===== src/hw/usb_ep_pkg.sv =====
// constants and carrier types for the usb endpoint 1..5 control/status block
// assumes one 20 MHz clock and an axi4-lite master on the register side
package usb_ep_pkg;

   localparam int ADDR_W = 20;
   localparam int IDX_W  = 18;
   localparam int EP_LO  = 1;
   localparam int EP_HI  = 5;
   localparam int IRQ_W  = 10;
   localparam int IRQ_OUT_BASE = 5;

   // register indexes; byte address is four times the index
   localparam logic [IDX_W-1:0] IDX_IN_CTL_HIGH  = 18'h0_de12;
   localparam logic [IDX_W-1:0] IDX_OUT_MAX      = 18'h0_de13;
   localparam logic [IDX_W-1:0] IDX_OUT_STAT_LOW = 18'h0_de14;
   localparam logic [IDX_W-1:0] IDX_EP_INDEX     = 18'h0_de30;
   localparam logic [IDX_W-1:0] IDX_IN_MAX       = 18'h0_de31;
   localparam logic [IDX_W-1:0] IDX_IN_STAT_LOW  = 18'h0_de32;
   localparam logic [IDX_W-1:0] IDX_IRQ_STAT     = 18'h0_de33;
   localparam logic [IDX_W-1:0] IDX_IRQ_CLR      = 18'h0_de34;
   localparam logic [IDX_W-1:0] IDX_IRQ_EN       = 18'h0_de35;

   // in control high fields
   localparam int IHB_AUTO   = 7;
   localparam int IHB_ISO    = 6;
   localparam int IHB_RSV_HI = 5;
   localparam int IHB_RSV_LO = 4;
   localparam int IHB_FORCE  = 3;
   localparam int IHB_DBL    = 0;
   localparam logic [1:0] RSV_RESET = 2'h2;

   // out control/status low fields
   localparam int OLB_TOG_RST    = 7;
   localparam int OLB_STALL_SENT = 6;
   localparam int OLB_STALL_REQ  = 5;
   localparam int OLB_FLUSH      = 4;
   localparam int OLB_ERR        = 3;
   localparam int OLB_OVR        = 2;
   localparam int OLB_FULL       = 1;
   localparam int OLB_READY      = 0;
   localparam int ISL_READY      = 0;

   localparam logic [7:0] OUT_MAX_RESET = 8'h00;
   localparam logic [2:0] SIZE_UNIT_ZEROS = 3'h0;

   localparam logic [1:0] RESP_OKAY   = 2'h0;
   localparam logic [1:0] RESP_SLVERR = 2'h2;

   typedef logic [EP_HI:EP_LO]       ep_vec_t;
   typedef logic [EP_HI:EP_LO][7:0]  ep_byte_t;

   typedef struct packed {
      logic              awvalid;
      logic [ADDR_W-1:0] awaddr;
      logic              wvalid;
      logic [31:0]       wdata;
      logic [3:0]        wstrb;
      logic              bready;
      logic              arvalid;
      logic [ADDR_W-1:0] araddr;
      logic              rready;
   } axi_req_t;

   typedef struct packed {
      logic        awready;
      logic        wready;
      logic        bvalid;
      logic [1:0]  bresp;
      logic        arready;
      logic        rvalid;
      logic [31:0] rdata;
      logic [1:0]  rresp;
   } axi_rsp_t;

   typedef struct packed {
      logic             wr;
      logic [IDX_W-1:0] widx;
      logic [15:0]      wdata;
      logic [1:0]       wstrb;
   } reg_acc_t;

   typedef struct packed {
      logic       in_wr;
      logic [2:0] in_wr_ep;
      logic       in_done;
      logic [2:0] in_done_ep;
      logic       in_ack;
      logic       out_rx;
      logic [2:0] out_rx_ep;
      logic       out_crc_err;
      logic       out_lost;
      logic [2:0] out_lost_ep;
      logic       out_stall_tx;
      logic [2:0] out_stall_ep;
      ep_vec_t    out_full;
   } usb_ev_t;

   typedef struct packed {
      ep_vec_t  in_ready;
      ep_vec_t  in_iso;
      ep_vec_t  in_dbl;
      ep_vec_t  in_force;
      ep_vec_t  in_tog;
      ep_vec_t  out_tog;
      ep_vec_t  out_stall_req;
      ep_vec_t  out_flush;
      ep_byte_t in_max;
      ep_byte_t out_max;
   } ep_ctl_t;

   typedef struct packed {
      logic [2:0]                   ep_sel;
      ep_ctl_t                      ctl;
      ep_vec_t                      in_auto;
      logic [EP_HI:EP_LO][1:0]      in_rsv;
      logic [EP_HI:EP_LO][10:0]     in_cnt;
      ep_vec_t                      stall_req;
      ep_vec_t                      stall_sent;
      ep_vec_t                      out_ready;
      ep_vec_t                      out_err;
      ep_vec_t                      out_ovr;
      ep_vec_t                      out_full;
      logic [IRQ_W-1:0]             irq_stat;
      logic [IRQ_W-1:0]             irq_en;
      logic                         irq;
   } main_st_t;

   typedef struct packed {
      logic             aw_held;
      logic             w_held;
      logic [IDX_W-1:0] widx;
      logic [15:0]      wdata;
      logic [1:0]       wstrb;
      axi_rsp_t         rsp;
   } bus_st_t;

   function automatic logic ep_ok(input logic [2:0] e);
      return (e >= 3'(EP_LO)) && (e <= 3'(EP_HI));
   endfunction

endpackage


===== src/hw/reg_bus_slave.sv =====
// axi4-lite slave front end: holds address and data, issues one write
// strobe and answers; assumes the register file decodes hits combinationally
`timescale 1ns/10ps
module reg_bus_slave
(
   input  wire logic                              aclk,
   input  wire logic                              aresetn,
   input  wire usb_ep_pkg::axi_req_t              req,
   output usb_ep_pkg::axi_rsp_t                   rsp,
   output usb_ep_pkg::reg_acc_t                   acc,
   output logic [usb_ep_pkg::IDX_W-1:0]           ridx,
   input  wire logic [15:0]                       rd_data,
   input  wire logic                              rd_hit,
   input  wire logic                              wr_hit
);

   usb_ep_pkg::bus_st_t s_ff;
   usb_ep_pkg::bus_st_t nxt_s;
   logic                fire;

   assign fire      = s_ff.aw_held && s_ff.w_held && !s_ff.rsp.bvalid;
   assign rsp       = s_ff.rsp;
   assign ridx      = req.araddr[usb_ep_pkg::ADDR_W-1:2];
   assign acc.wr    = fire && wr_hit;
   assign acc.widx  = s_ff.widx;
   assign acc.wdata = s_ff.wdata;
   assign acc.wstrb = s_ff.wstrb;

   always_comb
   begin
      nxt_s = s_ff;
      if (req.awvalid && s_ff.rsp.awready)
      begin
         nxt_s.aw_held = 1'b1;
         nxt_s.widx    = req.awaddr[usb_ep_pkg::ADDR_W-1:2];
      end
      if (req.wvalid && s_ff.rsp.wready)
      begin
         nxt_s.w_held = 1'b1;
         nxt_s.wdata  = req.wdata[15:0];
         nxt_s.wstrb  = req.wstrb[1:0];
      end
      if (s_ff.rsp.bvalid && req.bready)
         nxt_s.rsp.bvalid = 1'b0;
      if (fire)
      begin
         nxt_s.rsp.bvalid = 1'b1;
         nxt_s.rsp.bresp  = wr_hit ? usb_ep_pkg::RESP_OKAY
                                   : usb_ep_pkg::RESP_SLVERR;
         nxt_s.aw_held    = 1'b0;
         nxt_s.w_held     = 1'b0;
      end
      if (s_ff.rsp.rvalid && req.rready)
         nxt_s.rsp.rvalid = 1'b0;
      if (req.arvalid && s_ff.rsp.arready)
      begin
         nxt_s.rsp.rvalid = 1'b1;
         nxt_s.rsp.rdata  = {16'h0000, rd_data};
         nxt_s.rsp.rresp  = rd_hit ? usb_ep_pkg::RESP_OKAY
                                   : usb_ep_pkg::RESP_SLVERR;
      end
      // readies come from flops: each opens only when its own channel holds nothing and owes no response
      nxt_s.rsp.awready = !nxt_s.aw_held && !nxt_s.rsp.bvalid;
      nxt_s.rsp.wready  = !nxt_s.w_held && !nxt_s.rsp.bvalid;
      nxt_s.rsp.arready = !nxt_s.rsp.rvalid;
   end

   always_ff @(posedge aclk)
   begin
      if (!aresetn)
         s_ff <= '0;
      else
         s_ff <= nxt_s;
   end

endmodule


===== src/hw/usb_ep_ctrl.sv =====
// control and status for usb endpoints 1..5: in high controls, out max
// size, out low status, interrupt status/clear/enable, axi4-lite registers
// assumes the usb engine drives ev on aclk and owns the fifos
//
// Overview of operation
// - with auto-ready set, a full max-size in packet raises in packet-ready
// - in type bit: 0 bulk/interrupt, 1 isochronous, per selected endpoint
// - forced toggle switches in toggle and drops the packet regardless
// - in double-buffer bit: 0 disables, 1 enables double buffering
// - out max size is 8 bits in 8-byte units for selected endpoint
// - toggle-reset write sets out toggle to data0 and self-clears
// - stall sent sets a flag and interrupt; firmware clears it
// - stall request stalls out tokens only on bulk/interrupt endpoints
// - flush drops next out packet, clears packet-ready, self-clears
// - iso crc or stuff error sets data-error; cleared with packet-ready
// - iso out packet without room sets overrun; firmware clears it
// - read-only fifo-full shows out fifo cannot take another packet
// - received out packet sets packet-ready and requests interrupt
// - firmware sets in packet-ready; device clears it when sent, interrupt
`timescale 1ns/10ps
module usb_ep_ctrl
(
   input  wire logic                  aclk,
   input  wire logic                  aresetn,
   input  wire usb_ep_pkg::axi_req_t  bus_req,
   output usb_ep_pkg::axi_rsp_t       bus_rsp,
   input  wire usb_ep_pkg::usb_ev_t   ev,
   input  wire usb_ep_pkg::ep_vec_t   out_iso,
   output usb_ep_pkg::ep_ctl_t        ctl,
   output logic                       irq
);

   usb_ep_pkg::main_st_t             s_ff;
   usb_ep_pkg::main_st_t             nxt_s;
   usb_ep_pkg::reg_acc_t             acc;
   logic [usb_ep_pkg::IDX_W-1:0]     ridx;
   logic [15:0]                      rd_data;
   logic                             rd_hit;
   logic                             wr_hit;
   logic                             auto_hit;
   logic [15:0]                      wmask;
   logic [7:0]                       d;
   logic [2:0]                       e;
   logic                             sel_ok;

   function automatic logic reg_hit(input logic [usb_ep_pkg::IDX_W-1:0] ix);
      return ix == usb_ep_pkg::IDX_IN_CTL_HIGH  ||
             ix == usb_ep_pkg::IDX_OUT_MAX      ||
             ix == usb_ep_pkg::IDX_OUT_STAT_LOW ||
             ix == usb_ep_pkg::IDX_EP_INDEX     ||
             ix == usb_ep_pkg::IDX_IN_MAX       ||
             ix == usb_ep_pkg::IDX_IN_STAT_LOW  ||
             ix == usb_ep_pkg::IDX_IRQ_STAT     ||
             ix == usb_ep_pkg::IDX_IRQ_CLR      ||
             ix == usb_ep_pkg::IDX_IRQ_EN;
   endfunction

   reg_bus_slave u_bus
   (
      .aclk    (aclk),
      .aresetn (aresetn),
      .req     (bus_req),
      .rsp     (bus_rsp),
      .acc     (acc),
      .ridx    (ridx),
      .rd_data (rd_data),
      .rd_hit  (rd_hit),
      .wr_hit  (wr_hit)
   );

   assign wr_hit = reg_hit(acc.widx);
   assign rd_hit = reg_hit(ridx);
   assign ctl    = s_ff.ctl;
   assign irq    = s_ff.irq;
   assign e      = s_ff.ep_sel;
   assign sel_ok = usb_ep_pkg::ep_ok(s_ff.ep_sel);
   assign d      = acc.wdata[7:0];
   assign wmask  = {{8{acc.wstrb[1]}}, {8{acc.wstrb[0]}}};

   // read side: registers of the selected endpoint, zero when none selected
   always_comb
   begin
      rd_data = 16'h0000;
      unique case (ridx)
         usb_ep_pkg::IDX_EP_INDEX:
            rd_data = {13'h0000, s_ff.ep_sel};
         usb_ep_pkg::IDX_IN_CTL_HIGH:
            if (sel_ok)
               rd_data = {8'h00, s_ff.in_auto[e], s_ff.ctl.in_iso[e],
                          s_ff.in_rsv[e], s_ff.ctl.in_force[e], 2'h0,
                          s_ff.ctl.in_dbl[e]};
         usb_ep_pkg::IDX_OUT_MAX:
            if (sel_ok)
               rd_data = {8'h00, s_ff.ctl.out_max[e]};
         usb_ep_pkg::IDX_IN_MAX:
            if (sel_ok)
               rd_data = {8'h00, s_ff.ctl.in_max[e]};
         usb_ep_pkg::IDX_IN_STAT_LOW:
            if (sel_ok)
               rd_data = {15'h0000, s_ff.ctl.in_ready[e]};
         usb_ep_pkg::IDX_OUT_STAT_LOW:
            if (sel_ok)
               rd_data = {8'h00, 1'b0, s_ff.stall_sent[e],
                          s_ff.stall_req[e], 1'b0, s_ff.out_err[e],
                          s_ff.out_ovr[e], s_ff.out_full[e],
                          s_ff.out_ready[e]};
         usb_ep_pkg::IDX_IRQ_STAT:
            rd_data = {6'h00, s_ff.irq_stat};
         usb_ep_pkg::IDX_IRQ_EN:
            rd_data = {6'h00, s_ff.irq_en};
         default:
            rd_data = 16'h0000;
      endcase
   end

   always_comb
   begin
      nxt_s = s_ff;
      nxt_s.ctl.out_flush = '0;
      auto_hit = 1'b0;
      // firmware writes first, so engine events below win over clears
      if (acc.wr && acc.widx == usb_ep_pkg::IDX_EP_INDEX && acc.wstrb[0])
         nxt_s.ep_sel = d[2:0];
      if (acc.wr && acc.wstrb[0] && sel_ok)
      begin
         unique case (acc.widx)
            usb_ep_pkg::IDX_IN_CTL_HIGH:
            begin
               nxt_s.in_auto[e]      = d[usb_ep_pkg::IHB_AUTO];
               nxt_s.ctl.in_iso[e]   = d[usb_ep_pkg::IHB_ISO];
               nxt_s.in_rsv[e]       = d[usb_ep_pkg::IHB_RSV_HI:
                                         usb_ep_pkg::IHB_RSV_LO];
               nxt_s.ctl.in_force[e] = d[usb_ep_pkg::IHB_FORCE];
               nxt_s.ctl.in_dbl[e]   = d[usb_ep_pkg::IHB_DBL];
            end
            usb_ep_pkg::IDX_OUT_MAX:
               nxt_s.ctl.out_max[e] = d;
            usb_ep_pkg::IDX_IN_MAX:
               nxt_s.ctl.in_max[e] = d;
            usb_ep_pkg::IDX_IN_STAT_LOW:
               if (d[usb_ep_pkg::ISL_READY])
               begin
                  nxt_s.ctl.in_ready[e] = 1'b1;
                  nxt_s.in_cnt[e]       = 11'h000;
               end
            usb_ep_pkg::IDX_OUT_STAT_LOW:
            begin
               if (d[usb_ep_pkg::OLB_TOG_RST])
                  nxt_s.ctl.out_tog[e] = 1'b0;
               nxt_s.stall_sent[e] = d[usb_ep_pkg::OLB_STALL_SENT];
               nxt_s.stall_req[e]  = d[usb_ep_pkg::OLB_STALL_REQ];
               nxt_s.out_ovr[e]    = d[usb_ep_pkg::OLB_OVR];
               if (d[usb_ep_pkg::OLB_FLUSH])
               begin
                  nxt_s.ctl.out_flush[e] = 1'b1;
                  nxt_s.out_ready[e]     = 1'b0;
                  nxt_s.out_err[e]       = 1'b0;
               end
               else if (!d[usb_ep_pkg::OLB_READY])
               begin
                  nxt_s.out_ready[e] = 1'b0;
                  nxt_s.out_err[e]   = 1'b0;
               end
            end
            default:
               nxt_s.ep_sel = nxt_s.ep_sel;
         endcase
      end
      if (acc.wr && acc.widx == usb_ep_pkg::IDX_IRQ_CLR)
         nxt_s.irq_stat = s_ff.irq_stat & ~(acc.wdata[9:0] & wmask[9:0]);
      if (acc.wr && acc.widx == usb_ep_pkg::IDX_IRQ_EN)
         nxt_s.irq_en = (s_ff.irq_en & ~wmask[9:0]) |
                        (acc.wdata[9:0] & wmask[9:0]);

      // engine events
      if (ev.in_wr && usb_ep_pkg::ep_ok(ev.in_wr_ep))
      begin
         nxt_s.in_cnt[ev.in_wr_ep] = 11'(s_ff.in_cnt[ev.in_wr_ep] + 11'h001);
         if (s_ff.in_auto[ev.in_wr_ep] &&
             s_ff.ctl.in_max[ev.in_wr_ep] != 8'h00 &&
             nxt_s.in_cnt[ev.in_wr_ep] >= {s_ff.ctl.in_max[ev.in_wr_ep],
                                           usb_ep_pkg::SIZE_UNIT_ZEROS})
         begin
            nxt_s.ctl.in_ready[ev.in_wr_ep] = 1'b1;
            nxt_s.in_cnt[ev.in_wr_ep]       = 11'h000;
            auto_hit                        = 1'b1;
         end
      end
      if (ev.in_done && usb_ep_pkg::ep_ok(ev.in_done_ep) &&
          (ev.in_ack || s_ff.ctl.in_force[ev.in_done_ep]))
      begin
         // forced toggle drops the packet and flips even without a good ack
         nxt_s.ctl.in_tog[ev.in_done_ep]   = ~s_ff.ctl.in_tog[ev.in_done_ep];
         nxt_s.ctl.in_ready[ev.in_done_ep] = 1'b0;
         nxt_s.irq_stat[ev.in_done_ep - 3'(usb_ep_pkg::EP_LO)] = 1'b1;
      end
      if (ev.out_rx && usb_ep_pkg::ep_ok(ev.out_rx_ep))
      begin
         nxt_s.out_ready[ev.out_rx_ep]   = 1'b1;
         nxt_s.ctl.out_tog[ev.out_rx_ep] = ~s_ff.ctl.out_tog[ev.out_rx_ep];
         nxt_s.out_err[ev.out_rx_ep] = out_iso[ev.out_rx_ep] &&
                                       ev.out_crc_err;
         nxt_s.irq_stat[usb_ep_pkg::IRQ_OUT_BASE - usb_ep_pkg::EP_LO +
                        int'(ev.out_rx_ep)] = 1'b1;
      end
      if (ev.out_lost && usb_ep_pkg::ep_ok(ev.out_lost_ep) &&
          out_iso[ev.out_lost_ep])
         nxt_s.out_ovr[ev.out_lost_ep] = 1'b1;
      if (ev.out_stall_tx && usb_ep_pkg::ep_ok(ev.out_stall_ep))
      begin
         nxt_s.stall_sent[ev.out_stall_ep] = 1'b1;
         nxt_s.irq_stat[usb_ep_pkg::IRQ_OUT_BASE - usb_ep_pkg::EP_LO +
                        int'(ev.out_stall_ep)] = 1'b1;
      end
      nxt_s.out_full          = ev.out_full;
      nxt_s.ctl.out_stall_req = nxt_s.stall_req & ~out_iso;
      nxt_s.irq               = |(nxt_s.irq_stat & nxt_s.irq_en);
   end

   always_ff @(posedge aclk)
   begin
      if (!aresetn)
      begin
         s_ff        <= '0;
         s_ff.in_rsv <= {5{usb_ep_pkg::RSV_RESET}};
         s_ff.ctl.out_max <= {5{usb_ep_pkg::OUT_MAX_RESET}};
      end
      else
         s_ff <= nxt_s;
   end

   logic out_wr_sel;
   assign out_wr_sel = acc.wr && acc.wstrb[0] && sel_ok &&
                       acc.widx == usb_ep_pkg::IDX_OUT_STAT_LOW;
endmodule


===== config.mk =====
export PLATFORM = sky130hd
export DESIGN_NAME = usb_ep_ctrl
export DESIGN_NICKNAME = d
export VERILOG_FILES = /design/src/hw/usb_ep_pkg.sv /design/src/hw/reg_bus_slave.sv /design/src/hw/usb_ep_ctrl.sv
export SDC_FILE = /design/constraint.sdc
export NUM_CORES = 1
export LEC_CHECK = 0
export BUFFER_PORTS_ARGS = -buffer_cell sky130_fd_sc_hd__buf_2
export CORE_UTILIZATION = 55
export DETAILED_ROUTE_END_ITERATION = 6
export PLACE_DENSITY_LB_ADDON = 0.2
export SYNTH_ARGS = -nofsm -noshare
export SYNTH_HDL_FRONTEND = slang
export SYNTH_SLANG_ARGS = --single-unit

===== constraint.sdc =====
create_clock -name aclk -period 12.35 [get_ports aclk]
set_input_delay 0.6175 -clock aclk [delete_from_list [all_inputs] [get_ports aclk]]
set_output_delay 0.6175 -clock aclk [all_outputs]
set_load 0.02 [all_outputs]

==> metrics.md <==
| Metric | Value |
|---|---|
| Overall Power | 2.102 mW |
| Max VDD drop | 0.1010 mV |
| Reg-to-reg setup timing slack | 7.91 ns |
| Mapped Avg Cell Area | 8.606 um2 |
| Hold Path Class | in -> reg |
| # IOs | 277 |
| Post-Route Setup TNS | 0 ns |
| Synth warnings | 0 |
| FMAX | 187.3 MHz |
| Leak | 6.427 nW |
| Number of synthesized flops with an enable pin | 0 |
| Status | finished, final reports clean |
| Worst hold slack | 0.3052 ns |
| RSZ-0062 raised after global routing | false |
| Worst reg2reg startpoint | s_ff[74] |
| DRT Pass-1 Iters | 5 |
| Slew @ Worst Pin | 1.239 ns |
| Die ar. | 0.02884 mm2 |
| Clock sink count | 293 |
| Worst-case clock buffer depth | 3 |
| Async SR Flop Fraction | 0% |
| Total CTS buffers | 34 |
| Total track usage | 30.84% |
| Worst Hold Launch | out_iso[1] |
| Synth Register Bits | 293 |
| Dpl ws | 6.635 ns |
| Final ANT Viol Nets | 0 |
| Vias/cell | 6.091 |
| Root buffer cell | clkbuf_16 |
| R2r endpoint | s_ff[99] |
| Share of layout cells above drive strength 1 | 20.20% |
| DP Wirelength | 31860 um |
| Final WL | 45390 um |
| Nets | 1946 |
| Die Wd | 169.8 um |
| Starting Density | 55.76% |
| IO Port Bufs | 224 |
| Register area share after synthesis | 37.86% |
| Hold EP | ctl[86] |
| Clk_lat worst skew | 0.52 ns |
| Startpoint class of the critical path | input port |
| Worst setup margin | 7.010 ns |
| Synthesized instance count | 1800 |
| Count of different cell masters after synthesis | 77 |
| Slew margin rel. | 16.75% |
| Endpoint class of the critical path | flip-flop |
| Core area | 0.02778 mm2 |
| CTS tree | done |
| Critical Path RT | 12.79 ns |
| Largest net degree at the start of global routing | 83 |
| Vias in the first global route | 12.42k |
| DR WL/cell | 20.45 um |
| Final-report setup violation count | 0 |
| H-tree levels | 2 |
| DRC Markers | 0 |
| Fin. Hold Viols | 0 |
| Reg clk slew, reported paths | 0.06 ns |
| Post-CTS setup buffers | 0 |
| Worst Reg-to-Reg Cells | 14 |
| Fin. max-slew vios | 0 |
| DR iter-0 viols | 1339 |
| Die H | 169.8 um |
| Final GP Congestion | 0.9259 |
| P per Cell Area | 125.4 mW/mm2 |
| Ys flop type | dfxtp_1 |
| Critical path fanouts, max | 60 |
| WHS Path Cells | 2 |
| Global route total overflow | 0 |
| ANT cells | 0 |
| First-pass GRT wire length | 70040 um |
| Min Tclk post-route | 5.340 ns |
| # rows | 61 |
| Area grow syn2layout | 8.182% |
| Final worst-path cycle share | 43.24% |
| Kind of critical path | in -> reg |
| Post-CTS Resized | 0 |
| Via count | 13.52k |
| Hold Buf Count CTS | 0 |
| Fin area | 0.01676 mm2 |
| Arr. time, crit path | 5.78 ns |
| Initial antenna violation count | 0 |
| Synthesized area | 0.01549 mm2 |
| Max-cap violations | 0 |
| Clock skew | 0.01339 ns |
| Post-DP Area | 0.01564 mm2 |
-- per-stage QoR --
stage / util [%] / instances
after floorplan: - / 1823
after global placement: 56.31 / 2162
after detailed placement: 56.31 / 2162
after CTS: 60.32 / 2220
after global routing: 60.32 / 2220
final: 60.32 / 2220
-- kinds of logic (layout without fill, tap and decap cells) --
family                     count (synthesis)  in the layout  synth area share, %
and+or+nand+nor                          614            614                19.63
AOI/OAI and AO/OA                        422            422                19.62
buffers and inverters                    298            317                11.23
DFF                                      293            293                37.86
muxes                                    151            151                10.18
adders and majority gates                 11             11               0.8884
xor gates and xnor gates                  10             10               0.5654
other                                      1             24              0.02421
-- where the power goes --
group	internal [mW]	switching, mW
Combinational	0.0411	0.0810
Sequential	0.957	0.0144
Clock	0.618	0.391
Total	1.62	0.486
-- how the worst max path moves through the flow --
stage	startpoint	endpoint	slack, ns	depth (start not counted)
2_1_floorplan	ev[23]	s_ff[51]	7.93	17
3_3_place_gp	ev[23]	s_ff[97]	6.78	16
3_5_place_dp	ev[23]	s_ff[99]	6.63	16
4_1_cts	ev[23]	s_ff[99]	7.14	16
5_1_grt	ev[23]	s_ff[75]	6.74	16
6_report	ev[23]	s_ff[99]	7.01	16
-- layer usage --
layer  track usage [%]  vias up  share of wire, %
li1                  -     6286                 -
met1             41.84     6489                43
met2             49.73      661                46
met3             5.000       85               8.6
met4             10.30        0               2.8
met5                 0        -                 0
-- synthesized netlist by cell type (13+ instances only) --
library cell / n / area, um2
dfxtp_1: 293 / 5866
nand2_1: 282 / 1059
buf_4: 163 / 1224
mux2i_1: 101 / 1011
clkbuf_1: 93 / 349.1
a21oi_1: 91 / 455.4
nor2_1: 77 / 289.0
a32o_1: 56 / 560.5
and2_1: 51 / 319.1
a22oi_1: 49 / 367.9
mux2_2: 49 / 551.8
a21boi_0: 48 / 360.4
nor2b_1: 38 / 237.7
o21ai_0: 37 / 185.2
o22ai_1: 31 / 193.9
nand3_1: 29 / 145.1
nor3_1: 26 / 130.1
inv_1: 18 / 67.56
o211ai_1: 18 / 135.1
buf_1: 17 / 63.81
nand2b_1: 17 / 106.4
and3_1: 13 / 81.33
-- cell type report --
type,count,area [um2]
fill,2530,11020
multi-input combinational,1232,7980
sequential,293,5871
timing repair buffer,241,1251
clock buffer,49,988.4
tap,378,473.0
clock inverter,9,126.4
inverter,18,68.82
-- registers in the layout (all words and copies together) (netlist names) --
register	count
s_ff	120
u_bus.s_ff	2
ctl	120
u_bus.acc	30
irq	1
e	3
u_bus.rsp	17
-- placed cells by master, fill, tap and decap left out, types with 6 or more instances in the layout --
cell type  instances
a32o_1            56
conb_1            24
buf_4             18
o211ai_1          18
or3_1              9
nand2_1          282
clkbuf_1           8
xnor2_1            8
and3_1            13
clkbuf_16         35
nand2b_1          17
a22oi_1           49
o221ai_1           6
mux2_2            49
and3b_1           11
inv_1             17
nor3_1            26
ha_1              11
or2_2             10
nand3_1           29
dfxtp_1          291
nand3b_1           7
o22ai_1           31
a21oi_1           91
nor2_1            77
clkbuf_8           6
buf_2            223
a22o_1            11
and2_1            51
a222oi_1           8
a21boi_0          48
a21o_1             6
nor2b_1           37
o21ai_0           37
a211oi_1           9
mux2i_1          101
-- critical path, stage by stage --
cell      delay, ns
buf_2          0.68
nor2b_1        0.41
a22o_1         0.30
a221oi_1       0.51
inv_1          0.09
ha_1           0.27
and3_1         0.20
xnor2_1        0.50
ha_1           0.37
a211oi_1       0.24
a211oi_1       0.12
a211oi_1       0.37
o211ai_1       0.15
nand4_1        0.12
buf_4          0.51
a32o_1         0.27
Note: power is estimated with default switching activity, not from simulation.
